$ cat src/shared/spo_pkg.sv
// Purpose: Shared constants and types for the status pin output block.
// Assumes: One system clock; register access over a simple word port.
// Notes: Register indices are local to this block.
package spo_pkg;

    // Register port geometry
    localparam int unsigned SPO_ADDR_W = 4;
    localparam int unsigned SPO_DATA_W = 16;

    // Register indices
    localparam logic [3:0] SPO_IDX_PIN_CONFIG = 4'h0;
    localparam logic [3:0] SPO_IDX_STARTUP_SNAPSHOT = 4'h1;
    localparam logic [3:0] SPO_IDX_LIVE_STATUS = 4'h2;

    // Configuration register fields
    localparam int unsigned SPO_SEL_LSB = 0;
    localparam int unsigned SPO_SEL_W = 5;
    localparam int unsigned SPO_INVERT_BIT = 8;
    localparam int unsigned SPO_PULLUP_BIT = 9;
    localparam int unsigned SPO_PULLDOWN_BIT = 10;
    localparam int unsigned SPO_TRISTATE_BIT = 11;
    localparam int unsigned SPO_OPEN_DRAIN_BIT = 12;
    localparam logic [15:0] SPO_CONFIG_RESET = 16'h0200;
    localparam logic [15:0] SPO_CONFIG_WR_MASK = 16'h1f1f;

    // Startup snapshot fields
    localparam int unsigned SPO_SNAP_PINS_W = 6;
    localparam int unsigned SPO_SNAP_BOND_BIT = 7;
    localparam int unsigned SPO_SNAP_USED_PINS = 4;

    // Live status fields
    localparam int unsigned SPO_LIVE_ENABLE_BIT = 0;
    localparam int unsigned SPO_LIVE_STATUS_BIT = 1;

    // Source selector codes
    localparam logic [4:0] SPO_SEL_PLL_LOCK = 5'h00;
    localparam logic [4:0] SPO_SEL_REF_LOSS = 5'h02;
    localparam logic [4:0] SPO_SEL_XTAL_LOSS = 5'h04;
    localparam logic [4:0] SPO_SEL_REF_ACTIVITY = 5'h05;
    localparam logic [4:0] SPO_SEL_REF_INVALID = 5'h07;
    localparam logic [4:0] SPO_SEL_INTERRUPT = 5'h09;
    localparam logic [4:0] SPO_SEL_READY = 5'h0a;
    localparam logic [4:0] SPO_SEL_CONST_LOW = 5'h1d;
    localparam logic [4:0] SPO_SEL_CONST_HIGH = 5'h1e;
    localparam logic [4:0] SPO_SEL_NO_INVERT = 5'h1f;
    localparam logic [4:0] SPO_SEL_READBACK_MAX = 5'h04;

    // Cycles for the pin synchronisers to settle before the startup capture
    localparam logic [1:0] SPO_SETTLE_CYCLES = 2'h2;

    // Default interrupt vector width
    localparam int unsigned SPO_INT_W = 8;

    // Internal status sources, all on the system clock
    typedef struct packed {
        logic pll_locked;
        logic reference_signal_loss_monitor;
        logic crystal_signal_loss_monitor;
        logic reference_activity_monitor;
        logic reference_invalid;
        logic startup_done;
    } spo_sources_t;

    // Drive controls for the status pin pad
    typedef struct packed {
        logic drive_value;
        logic drive_en;
        logic pullup_en;
        logic pulldown_en;
    } spo_pad_ctrl_t;

    // Asynchronous pins sampled by the block
    typedef struct packed {
        logic enable_or_chip_select_pin;
        logic serial_clock_pin;
        logic serial_data_pin;
        logic status_pin;
    } spo_pins_t;

endpackage : spo_pkg

$ cat src/rtl/spo_status_pin.sv
// Purpose: Status output pin selection, shaping and pin status readback.
// Assumes: Status sources come from logic on clock_in; pins are asynchronous.
// Notes: Registers are reached through a simple word port of this block.
//        Reserved selector codes drive a quiet low, which the invert bit may flip.
//        Readback shows the registered shaped value even while the pad is released.
//        The bond pad and all pins pass a two-stage synchroniser before use.
//
// How it works
// - A five-bit selector picks the pin source; 0x1D low, 0x1E high, others reserved.
// - Code 0x0 outputs PLL lock, 0x2 reference loss, 0x4 crystal loss.
// - Code 0x5 outputs reference activity, 0x7 reference unusable.
// - Code 0x9 outputs the OR of interrupt flags ANDed with the mask.
// - Code 0xA outputs device ready once startup has completed.
// - Invert bit clear passes the selected signal; set outputs its inverse.
// - Invert bit has no effect while selector holds 0x1F.
// - Open-drain, invert clear: value 0 pulls low, value 1 releases.
// - Open-drain, invert set: value 1 pulls low, value 0 releases.
// - Tristate bit set puts the pin driver in high impedance.
// - Pulldown bit enables the pulldown; software avoids it with open-drain.
// - Pullup bit enables the pullup and resets to one.
// - Startup register shows the die bond option, read only.
// - Pin levels latched at startup: status, data, clock, enable; bits 4-5 zero.
// - Status readback shows the driven pin value for selector 0x0-0x4, else zero.
// - Enable readback shows the enable pin unless bypass is set, then zero.
// - With bypass clear, enable pin low disables clock outputs, except SPI mode.
`timescale 1ns/100ps
module spo_status_pin #(
    parameter int unsigned INT_W = spo_pkg::SPO_INT_W
) (
    // Clock and reset
    input wire logic clock_in,
    input wire logic reset_n_in,

    // Register port
    input wire logic reg_wr_en_in,
    input wire logic reg_rd_en_in,
    input wire logic [spo_pkg::SPO_ADDR_W-1:0] reg_addr_in,
    input wire logic [spo_pkg::SPO_DATA_W-1:0] reg_wdata_in,
    output logic [spo_pkg::SPO_DATA_W-1:0] reg_rdata_out,
    output logic reg_rvalid_out,

    // Internal status sources
    input wire spo_pkg::spo_sources_t sources_in,
    input wire logic [INT_W-1:0] interrupt_flags_in,
    input wire logic [INT_W-1:0] interrupt_mask_in,
    input wire logic die_bond_option_in,

    // Enable pin control
    input wire logic enable_pin_bypass_in,
    input wire logic spi_mode_in,
    output logic clock_outputs_enable_out,

    // Asynchronous pin levels
    input wire spo_pkg::spo_pins_t pins_in,

    // Status pin pad
    output logic status_pin_out,
    output logic status_pin_oe_out,
    output logic status_pin_pullup_en_out,
    output logic status_pin_pulldown_en_out
);
    import spo_pkg::*;

    // Configuration register
    logic [SPO_DATA_W-1:0] config_q;
    logic [SPO_DATA_W-1:0] config_d;

    // Startup snapshot
    logic [SPO_SNAP_USED_PINS-1:0] pins_latched_at_powerup_q;
    logic die_bond_option_q;
    logic [1:0] settle_cnt_q;
    logic [1:0] settle_cnt_d;
    logic snapshot_taken_q;

    // Pin output state
    logic status_value_q;
    logic status_value_d;
    spo_pad_ctrl_t pad_q;
    spo_pad_ctrl_t pad_d;

    // Read path
    logic [SPO_DATA_W-1:0] rdata_q;
    logic [SPO_DATA_W-1:0] rdata_d;
    logic rvalid_q;

    // Synchronised pins
    spo_pins_t pins_sync;
    logic die_bond_option_sync;

    // Decoded configuration fields
    logic [SPO_SEL_W-1:0] status_pin_source_sel;
    logic status_pin_invert;
    logic status_pin_pullup_en;
    logic status_pin_pulldown_en;
    logic status_pin_tristate;
    logic status_pin_open_drain_en;

    // Selection wires
    logic [INT_W-1:0] masked_flags;
    logic device_interrupt;
    logic selected_value;
    logic invert_applies;
    logic shaped_value;
    logic readback_window;
    logic status_readback;
    logic enable_pin_level;
    logic enable_readback;

    // Register decode
    logic hit_config;
    logic hit_snapshot;
    logic hit_live;
    logic config_write;
    logic snapshot_capture;

    // Startup and live snapshot words
    logic [SPO_DATA_W-1:0] snapshot_word;
    logic [SPO_DATA_W-1:0] live_word;

    spo_sync #(
        .WIDTH(SPO_SNAP_USED_PINS)
    ) u_pin_sync (
        .clock_in(clock_in),
        .reset_n_in(reset_n_in),
        .async_in(pins_in),
        .sync_out(pins_sync)
    );

    // Bond pad is a die level from outside the clock domain
    spo_sync #(
        .WIDTH(1)
    ) u_bond_sync (
        .clock_in(clock_in),
        .reset_n_in(reset_n_in),
        .async_in(die_bond_option_in),
        .sync_out(die_bond_option_sync)
    );

    // Field decode
    assign status_pin_source_sel = config_q[SPO_SEL_LSB +: SPO_SEL_W];
    assign status_pin_invert = config_q[SPO_INVERT_BIT];
    assign status_pin_pullup_en = config_q[SPO_PULLUP_BIT];
    assign status_pin_pulldown_en = config_q[SPO_PULLDOWN_BIT];
    assign status_pin_tristate = config_q[SPO_TRISTATE_BIT];
    assign status_pin_open_drain_en = config_q[SPO_OPEN_DRAIN_BIT];

    // Source selection
    for (genvar i = 0; i < INT_W; i++) begin : g_int_mask
        assign masked_flags[i] = interrupt_flags_in[i] & interrupt_mask_in[i];
    end
    assign device_interrupt = |masked_flags;

    always_comb begin
        case (status_pin_source_sel)
            SPO_SEL_PLL_LOCK: begin
                selected_value = sources_in.pll_locked;
            end
            SPO_SEL_REF_LOSS: begin
                selected_value = sources_in.reference_signal_loss_monitor;
            end
            SPO_SEL_XTAL_LOSS: begin
                selected_value = sources_in.crystal_signal_loss_monitor;
            end
            SPO_SEL_REF_ACTIVITY: begin
                selected_value = sources_in.reference_activity_monitor;
            end
            SPO_SEL_REF_INVALID: begin
                selected_value = sources_in.reference_invalid;
            end
            SPO_SEL_INTERRUPT: begin
                selected_value = device_interrupt;
            end
            SPO_SEL_READY: begin
                selected_value = sources_in.startup_done;
            end
            SPO_SEL_CONST_LOW: begin
                selected_value = 1'b0;
            end
            SPO_SEL_CONST_HIGH: begin
                selected_value = 1'b1;
            end
            default: begin
                // Reserved codes carry a quiet low
                selected_value = 1'b0;
            end
        endcase
    end

    // Polarity
    // The no-invert code keeps its low level whatever the invert bit holds
    assign invert_applies =
        status_pin_invert && (status_pin_source_sel != SPO_SEL_NO_INVERT);
    assign shaped_value = selected_value ^ invert_applies;
    assign status_value_d = shaped_value;

    // Pad drive: push-pull drives the value; open-drain only pulls low on a zero
    // Tristate wins over open drain; pulls stay as configured in every mode
    always_comb begin
        pad_d = '0;
        pad_d.pullup_en = status_pin_pullup_en;
        pad_d.pulldown_en = status_pin_pulldown_en;
        if (status_pin_tristate) begin
            pad_d.drive_en = 1'b0;
            pad_d.drive_value = 1'b0;
        end else if (status_pin_open_drain_en) begin
            // Inverted value already folded in, so a zero here means pull low
            pad_d.drive_en = ~shaped_value;
            pad_d.drive_value = 1'b0;
        end else begin
            pad_d.drive_en = 1'b1;
            pad_d.drive_value = shaped_value;
        end
    end

    // Readback of pins
    assign readback_window = (status_pin_source_sel <= SPO_SEL_READBACK_MAX);
    assign status_readback = readback_window & status_value_q;
    // Enable level is read only after the pin synchroniser
    assign enable_pin_level = pins_sync.enable_or_chip_select_pin;
    assign enable_readback = ~enable_pin_bypass_in & enable_pin_level;

    // Clock output enable
    // Enable pin is taken as active high; bypass or SPI mode keeps outputs on
    assign clock_outputs_enable_out =
        enable_pin_bypass_in | spi_mode_in | enable_pin_level;

    // Register decode
    assign hit_config = (reg_addr_in == SPO_IDX_PIN_CONFIG);
    assign hit_snapshot = (reg_addr_in == SPO_IDX_STARTUP_SNAPSHOT);
    assign hit_live = (reg_addr_in == SPO_IDX_LIVE_STATUS);
    assign config_write = reg_wr_en_in & hit_config;

    // Writes reach only the writable fields of the configuration register
    assign config_d = config_write ?
        (reg_wdata_in & SPO_CONFIG_WR_MASK) : config_q;

    // Startup capture waits for the synchronisers to settle, then fires once
    assign snapshot_capture = ~snapshot_taken_q && (settle_cnt_q == SPO_SETTLE_CYCLES);
    assign settle_cnt_d = (settle_cnt_q == SPO_SETTLE_CYCLES) ?
        settle_cnt_q : settle_cnt_q + 2'h1;

    // Snapshot word: used pins, bond option, everything else reads zero
    for (genvar b = 0; b < SPO_DATA_W; b++) begin : g_snap_bit
        if (b < SPO_SNAP_USED_PINS) begin : g_pin
            assign snapshot_word[b] = pins_latched_at_powerup_q[b];
        end else if (b == SPO_SNAP_BOND_BIT) begin : g_bond
            assign snapshot_word[b] = die_bond_option_q;
        end else begin : g_zero
            assign snapshot_word[b] = 1'b0;
        end
    end

    always_comb begin
        live_word = '0;
        live_word[SPO_LIVE_ENABLE_BIT] = enable_readback;
        live_word[SPO_LIVE_STATUS_BIT] = status_readback;
    end

    // Read mux; unmapped indices answer zero
    // A write and a read in one cycle return the old configuration
    always_comb begin
        rdata_d = '0;
        if (hit_config) begin
            rdata_d = config_q;
        end else if (hit_snapshot) begin
            rdata_d = snapshot_word;
        end else if (hit_live) begin
            rdata_d = live_word;
        end
    end

    // Configuration state
    always_ff @(posedge clock_in or negedge reset_n_in) begin
        if (!reset_n_in) begin
            config_q <= SPO_CONFIG_RESET;
        end else begin
            config_q <= config_d;
        end
    end

    // Settle counter, saturates once the synchronisers have filled
    always_ff @(posedge clock_in or negedge reset_n_in) begin
        if (!reset_n_in) begin
            settle_cnt_q <= '0;
        end else begin
            settle_cnt_q <= settle_cnt_d;
        end
    end

    // Startup snapshot, taken once per reset
    always_ff @(posedge clock_in or negedge reset_n_in) begin
        if (!reset_n_in) begin
            snapshot_taken_q <= 1'b0;
            pins_latched_at_powerup_q <= '0;
            die_bond_option_q <= 1'b0;
        end else if (snapshot_capture) begin
            snapshot_taken_q <= 1'b1;
            pins_latched_at_powerup_q <= pins_sync;
            die_bond_option_q <= die_bond_option_sync;
        end
    end

    // Registered pin value, also the source of the readback bit
    always_ff @(posedge clock_in or negedge reset_n_in) begin
        if (!reset_n_in) begin
            status_value_q <= 1'b0;
        end else begin
            status_value_q <= status_value_d;
        end
    end

    // Registered pad controls; the pad stays released while reset is held
    always_ff @(posedge clock_in or negedge reset_n_in) begin
        if (!reset_n_in) begin
            pad_q <= '0;
        end else begin
            pad_q <= pad_d;
        end
    end

    // Read valid, one cycle after the request
    always_ff @(posedge clock_in or negedge reset_n_in) begin
        if (!reset_n_in) begin
            rvalid_q <= 1'b0;
        end else begin
            rvalid_q <= reg_rd_en_in;
        end
    end

    // Read data holds until the next read
    always_ff @(posedge clock_in or negedge reset_n_in) begin
        if (!reset_n_in) begin
            rdata_q <= '0;
        end else if (reg_rd_en_in) begin
            rdata_q <= rdata_d;
        end
    end

    // Outputs
    assign reg_rdata_out = rdata_q;
    assign reg_rvalid_out = rvalid_q;
    assign status_pin_out = pad_q.drive_value;
    assign status_pin_oe_out = pad_q.drive_en;
    assign status_pin_pullup_en_out = pad_q.pullup_en;
    assign status_pin_pulldown_en_out = pad_q.pulldown_en;

endmodule : spo_status_pin

$ cat src/rtl/spo_sync.sv
// Purpose: Two-stage synchroniser for a group of asynchronous levels.
// Assumes: Inputs are slow levels; no bus coherency is needed across bits.
// Notes: Only the second stage may be read by other logic.
`timescale 1ns/100ps
module spo_sync #(
    parameter int unsigned WIDTH = 4
) (
    // Clock and reset
    input wire logic clock_in,
    input wire logic reset_n_in,
    // Levels
    input wire logic [WIDTH-1:0] async_in,
    output logic [WIDTH-1:0] sync_out
);
    logic [WIDTH-1:0] stage1_q;
    logic [WIDTH-1:0] stage2_q;

    always_ff @(posedge clock_in or negedge reset_n_in) begin
        if (!reset_n_in) begin
            stage1_q <= '0;
            stage2_q <= '0;
        end else begin
            stage1_q <= async_in;
            stage2_q <= stage1_q;
        end
    end

    assign sync_out = stage2_q;
endmodule : spo_sync

$ cat config.mk
export PLATFORM = sky130hd
export DESIGN_NAME = spo_status_pin
export DESIGN_NICKNAME = d
export VERILOG_FILES = /design/src/shared/spo_pkg.sv /design/src/rtl/spo_status_pin.sv /design/src/rtl/spo_sync.sv
export SDC_FILE = /design/constraint.sdc
export NUM_CORES = 1
export LEC_CHECK = 0
export BUFFER_PORTS_ARGS = -buffer_cell sky130_fd_sc_hd__buf_2
export CORE_MARGIN = 1
export CORE_UTILIZATION = 30
export CTS_BUF_LIST = sky130_fd_sc_hd__clkbuf_8
export DETAILED_ROUTE_END_ITERATION = 8
export GPL_TIMING_DRIVEN = 0
export HOLD_SLACK_MARGIN = 0.1
export PLACE_DENSITY = 0.55
export SLEW_MARGIN = 15
export SYNTH_ARGS = -nofsm -noshare
export SYNTH_HDL_FRONTEND = slang
export SYNTH_SLANG_ARGS = --single-unit
export TNS_END_PERCENT = 100
$ cat constraint.sdc
create_clock -name clock_in -period 2.3 [get_ports clock_in]
set_clock_uncertainty 0.15 [all_clocks]
set_input_delay 0.115 -clock clock_in [delete_from_list [all_inputs] [get_ports clock_in]]
set_output_delay 0.115 -clock clock_in [all_outputs]
set_load 0.005 [all_outputs]
* Word level (Yosys, flattened, before mapping)
Cells that the tools add are included.
** Word-level totals
- Bits in registers :: 50
- Output and inout port bits :: 22
- Word-level logic and storage cells :: 57
** Cells by class
- Add/subtract/negate cells :: 1
- Order comparisons :: 1
- Equal/unequal tests :: 11
- Muxes and demuxes :: 6
- Bitwise operators :: 17
- Reductions and logical operators :: 5
** Operator list (number)
- 5-bit by 3-bit equality test with 1-bit output, second input constant :: 3
- 13-bit two-way mux :: 1
- 1-bit AND :: 11
- 5-bit by 4-bit equality test with 1-bit output, second input constant :: 2
- 8-bit two-way mux :: 1
- 1-bit case mux with 8 select lines :: 1
- 8-bit OR reduction :: 1
- 2-bit two-way mux :: 3
- 5-bit by 2-bit equality test with 1-bit output, second input constant :: 1
- 5-bit equality test, second input constant :: 1
- 5-bit by 3-bit <= comparator with 1-bit output, second input constant :: 1
- 5-bit logical NOT :: 1
- 5-bit inequality test, second input constant :: 1
- 4-bit by 1-bit equality test with 1-bit output, second input constant :: 1
- 4-bit by 2-bit equality test with 1-bit output, second input constant :: 1
- 4-bit logical NOT :: 1
- 1-bit NOT :: 3
- 2-bit by 1-bit adder with 2-bit output, second input constant :: 1
- 2-bit equality test, second input constant :: 1
- 1-bit logical AND :: 2
- 1-bit bitwise OR :: 2
- 1-bit bitwise XOR :: 1

* Depth between registers and ports, before layout
- Word-level depth :: 7
- Gate-level depth with buffers :: 6
- Depth with buffers taken out :: 5

* Modules after synthesis
A second synthesis with hierarchy kept.
** Second synthesis, totals
- Cell total of the unflattened synthesis :: 164
- Area, all modules :: 1950.6 um2
** By module, submodules not included
- spo_status_pin :: times used 1, cells each 154, area an instance 1700.4 um2, sequential area each 877.1 um2
- spo_sync at u_pin_sync :: times used 1, cells each 8, area an instance 200.2 um2, sequential area each 200.2 um2
- spo_sync at u_bond_sync :: times used 1, cells each 2, area an instance 50.0 um2, sequential area each 50.0 um2

* Least setup slack after synthesis
No wires, ideal clock.
- Kind :: register to register
- Start :: register settle_cnt_q[0]
- End :: register die_bond_option_q
- Setup time :: 0.125 ns
- Arrival time :: 1.310 ns
- Slack :: 0.715 ns
- Cell stages (with the launch flop) :: 6
- Path buffers :: 1
- Clock period less this slack :: 1.585 ns
- Path through :: dfrtp_1 -> inv_1 -> ha_1 -> nor2b_1 -> clkbuf_1 -> mux2_2
** On the way
- Word-level cells in the longest chain between the ends :: 2
** RTL lines
- start, declared :: line spo_status_pin.sv:71 : logic [1:0] settle_cnt_q;
- start signal, assigned :: line spo_status_pin.sv:286 : settle_cnt_q <= settle_cnt_d;
- 2-bit equality test :: line spo_status_pin.sv:238 : assign snapshot_capture = ~snapshot_taken_q && (settle_cnt_q == SPO_SETTLE_CYCLES);
- 1-bit logical AND :: line spo_status_pin.sv:238
- end signal, assigned :: line spo_status_pin.sv:299 : die_bond_option_q <= die_bond_option_sync;
- end, declared :: line spo_status_pin.sv:70 : logic die_bond_option_q;
No other way between the ends.
A chain may end at the register's enable or synchronous reset.

* Worst setup path after layout
- Start :: input reg_addr_in[3] (netlist name)
- End :: register rdata_q[1] (netlist: reg_rdata_out[1])
** On the way
- Word-level cells in the longest chain between the ends :: 4
** RTL lines
- start, declared :: line spo_status_pin.sv:37 : input wire logic [spo_pkg::SPO_ADDR_W-1:0] reg_addr_in,
- 4-bit by 2-bit equality test with 1-bit output :: line spo_status_pin.sv:230 : assign hit_live = (reg_addr_in == SPO_IDX_LIVE_STATUS);
- 2-bit two-way mux :: line spo_status_pin.sv:267 : end else if (hit_live) begin
- 8-bit two-way mux :: line spo_status_pin.sv:265 : end else if (hit_snapshot) begin
- 13-bit two-way mux * :: line spo_status_pin.sv:263 : if (hit_config) begin
- end signal, assigned :: line spo_status_pin.sv:335 : rdata_q <= rdata_d;
- end, declared :: line spo_status_pin.sv:82 : logic [SPO_DATA_W-1:0] rdata_q;
Every way passes the cells marked *; elsewhere a longest branch is shown, timed or not.

==> out/metrics.csv <==
stage,metric,value,unit
run_status,outcome,"complete, no violations",
timing,hold_slack,0.183,ns
synth,dominantRegCellSynth,sky130_fd_sc_hd__dfrtp_1,
timing,setup_tns,0,ns
grt,grt_use_met1,0.143,
power_and_ir_drop,powerDensity,711,nW/µm²
finish,antennaDiodeCount,0,
timing,maxSlewViolCount,0,
grt,overall_global_routing_usage,0.131,
finish,design.final.nets,314,
critical_path,worstPathRequired,2.37,ns
power_and_ir_drop,pwr-share-clk,0.324,
power_and_ir_drop,worst_ir_drop_vdd,0.000463,V
power_and_ir_drop,switching_power,0.482,mW
synth,synth.largest_area_cell,sky130_fd_sc_hd__dfrtp_1,
route,post_drt_wl_per_cell,11.6,µm
route,drt-pass1-iter-count,4,
grt,maximum_number_of_pins_on_one_net_before_global_route_repair,46,
route,drt_wl_total,3.91,mm
finish,drive_gt1_frac,0.402,
route,vias,1502,
floorplanning,die_area,6720,µm²
clocking,postCtsSetupBuffers,0,
clocking,cts-root-buf,sky130_fd_sc_hd__clkbuf_8,
synth,seq_area_frac_synth,0.587,
synth,yosysWarnings,0,
power_and_ir_drop,power_frac_comb,0.185,
floorplanning,floorplan.core_area,6060,µm²
route,drt_iter0_markers,37,
route,final_routed_drc_violation_total,0,
synth,synthArstFlopShare,1.00,
finish,fillCellCount,609,
clocking,maximum_count_of_clock_buffers_along_a_single_path,2,
grt,grt-ovfl-total,0,
critical_path,worstSetupEndpointType,register,
placed_design,gp_congestion,0.690,
power_and_ir_drop,total_leakage_power,1.27,nW
timing,worst-slew-pin-transition,0.981,ns
clocking,numClockSinks,45,
critical_path,cp-start-kind,primary input,
critical_path,worst-path-max-fanout,3,
floorplanning,die_x,82.0,µm
synth,post_synth_instance_area,1920,µm²
job,max_cap_violations,0,
synth,syn_area_per_cell,11.7,µm²
clocking,tritoncts.num_buffers,5,
grt,number_of_global_route_vias_before_repair,1519,
clocking,worst_setup_hold_path_clk_slew,0.09,ns
route,route.antenna.remaining_nets,0,
synth,ys_types,39,
timing,finalSetupViolCount,0,
critical_path,critPathArrivalTime,2.20,ns
floorplanning,fp-row-count,28,
synth,postSynthRegisterBits,45,
timing,rsz0062_at_grt,no,
placed_design,hpwlAfterDp,2.80,mm
synth,synth_area_in_adders,0.00652,
critical_path,timing_worst_setup_path_type,in -> reg,
synth,synth.mux.area_fraction,0.105,
synth,synth_compound_area_frac,0.0978,
clocking,cts_tree,yes,
clocking,clk_latency,0.29,ns
grt,met2_usage,0.237,
timing,finalHoldViolations,0,
timing,fin_crit_sh,0.927,
grt,grt_first_pass_wirelength,6.56,mm
floorplanning,top_level_ports,75,
grt,number_of_antenna_violations_at_the_first_check_in_global_routing,0,
clocking,htree_levels,2,
clocking,hold_bufs_at_cts,23,
finish,areaGrowthSynthToFinish,40.1,%
placed_design,numPortBuffers,62,
route,detail_route.vias_per_cell,4.47,
synth,synth.area.top_cells,"sky130_fd_sc_hd__dfrtp_1, sky130_fd_sc_hd__mux2_2, sky130_fd_sc_hd__o21ai_0",
synth,synth_top_family_by_area,simple AND/OR/NAND/NOR gates,
power_and_ir_drop,power_frac_seq,0.492,
synth,post_synth_xor_area_fraction,0.00456,
grt,global_route.usage.met3,0.0400,
hold_path,hold_removal_path_class,in -> reg,
synth,syn-instance-count,164,
floorplanning,initial_core_util,0.317,
grt,grt_busiest_layer,met2,
power_and_ir_drop,internal-power,1.43,mW
synth,synth_enable_flop_cells,0,
clocking,post_cts_resized,0,
synth,synth_top_cell_area_share,0.574,
timing,peak_freq,469,MHz
floorplanning,chipHeight,82.0,µm
timing,final.min_clock_period,2.13,ns
timing,relSlewSlack,0.346,
power_and_ir_drop,netSwitchingFraction,0.252,
synth,synthSimpleGateAreaFrac,0.125,
==> cell type report <==
| type | count | area [µm²] | area share |
|---|---|---|---|
| inverter | 15 | 56.3 | 0.0209 |
| sequential | 45 | 1130 | 0.419 |
| multi-input combinational | 96 | 668 | 0.248 |
| buffer | 12 | 82.6 | 0.0307 |
| clock buffer | 6 | 82.6 | 0.0307 |
| clock inverter | 2 | 37.5 | 0.0140 |
| tap | 75 | 93.8 | 0.0349 |
| timing repair buffer | 85 | 541 | 0.201 |
==> flip-flops by register name, indices dropped and copies added (netlist names), 2 cells and up <==
name	cells
reg_rdata_out	11
config_q	10
pins_latched_at_powerup_q	4
u_pin_sync.stage1_q	4
u_pin_sync.sync_out	4
settle_cnt_q	2
==> critical path: stages <==
cell	delay (ns)
sky130_fd_sc_hd__dlygate4sd3_1	0.54
sky130_fd_sc_hd__buf_2	0.14
sky130_fd_sc_hd__nor2_1	0.13
sky130_fd_sc_hd__dlygate4sd3_1	0.57
sky130_fd_sc_hd__nand3_1	0.06
sky130_fd_sc_hd__dlygate4sd3_1	0.57
sky130_fd_sc_hd__o21ai_0	0.07
==> synth_stat cells, types with 2 or more instances <==
| cell type | n |
|---|---|
| sky130_fd_sc_hd__o21ai_0 | 14 |
| sky130_fd_sc_hd__buf_4 | 6 |
| sky130_fd_sc_hd__a31oi_1 | 2 |
| sky130_fd_sc_hd__clkbuf_1 | 4 |
| sky130_fd_sc_hd__nor2b_1 | 2 |
| sky130_fd_sc_hd__a221oi_1 | 2 |
| sky130_fd_sc_hd__nand4_1 | 5 |
| sky130_fd_sc_hd__nand3_1 | 4 |
| sky130_fd_sc_hd__o21ai_1 | 2 |
| sky130_fd_sc_hd__mux2_2 | 17 |
| sky130_fd_sc_hd__a22oi_1 | 4 |
| sky130_fd_sc_hd__inv_1 | 15 |
| sky130_fd_sc_hd__nor3_1 | 3 |
| sky130_fd_sc_hd__dfrtp_1 | 44 |
| sky130_fd_sc_hd__buf_6 | 2 |
| sky130_fd_sc_hd__nor2_1 | 6 |
| sky130_fd_sc_hd__nand2_1 | 10 |
==> worst paths after layout <==
kind / end / cells past startpoint / startpoint / slack (ns)
max in group asynchronous: config_q[2] / 2 / reset_n_in / 1.03
max reg2reg: reg_rdata_out[1] / 6 / config_q[4] / 0.28
min: reg_rdata_out[0] / 3 / reg_addr_in[1] / 0.18
min reg2reg: u_bond_sync.sync_out / 0 / u_bond_sync.stage1_q / 0.20
min in group asynchronous: u_pin_sync.stage1_q[2] / 2 / reset_n_in / 0.37
max: reg_rdata_out[1] / 7 / reg_addr_in[3] / 0.17
==> layout by cell type (no fill, tap or decap), types with 2 or more instances in the layout <==
master / count
sky130_fd_sc_hd__buf_2: 62
sky130_fd_sc_hd__nand3_1: 4
sky130_fd_sc_hd__nor2_1: 6
sky130_fd_sc_hd__o21ai_0: 14
sky130_fd_sc_hd__nand2_1: 10
sky130_fd_sc_hd__buf_6: 2
sky130_fd_sc_hd__conb_1: 5
sky130_fd_sc_hd__o21ai_1: 2
sky130_fd_sc_hd__clkbuf_8: 6
sky130_fd_sc_hd__nand4_1: 5
sky130_fd_sc_hd__a31oi_1: 2
sky130_fd_sc_hd__nor3_1: 3
sky130_fd_sc_hd__dlygate4sd3_1: 23
sky130_fd_sc_hd__clkbuf_1: 4
sky130_fd_sc_hd__inv_1: 15
sky130_fd_sc_hd__nor2b_1: 2
sky130_fd_sc_hd__mux2_2: 17
sky130_fd_sc_hd__buf_4: 6
sky130_fd_sc_hd__a22oi_1: 4
sky130_fd_sc_hd__a221oi_1: 2
sky130_fd_sc_hd__dfrtp_1: 44
==> layer usage <==
layer / share of wire / up-vias
met5: 0 / -
met4: 0.0097 / 0
met3: 0.046 / 4
met2: 0.50 / 37
met1: 0.44 / 712
li1: - / 749
==> cell families after synthesis <==
| logic type | after synthesis |
|---|---|
| muxes | 18 |
| xor gates and xnor gates | 1 |
| adders and majority gates | 1 |
| DFF | 45 |
| buffers and inverters | 27 |
| AOI/OAI and AO/OA | 29 |
| other | 1 |
| and+or+nand+nor | 42 |
==> power groups by stage <==
stage                     clock [mW]  sequential (mW)  combinational, mW
after global placement             0            0.953              0.324
final                          0.619            0.940              0.353
after floorplan                    0            0.944              0.204
after CTS                      0.644            0.941              0.359
after detailed placement           0            0.958              0.328
after global routing           0.664            0.953              0.400
==> through the flow <==
step	worst slack [ns]	instance area (µm²)	std cells	utilization	total power, mW
6_report	0.167	2690	336	0.444	1.91
4_1_cts	0.194	2690	336	0.444	1.94
3_5_place_dp	0.599	2340	305	0.386	1.29
5_1_grt	0.0891	2690	336	0.444	2.02
2_1_floorplan	0.715	1930	168	-	1.15
3_3_place_gp	0.600	2340	305	0.386	1.28
Note: power is estimated with default switching activity, not from simulation.
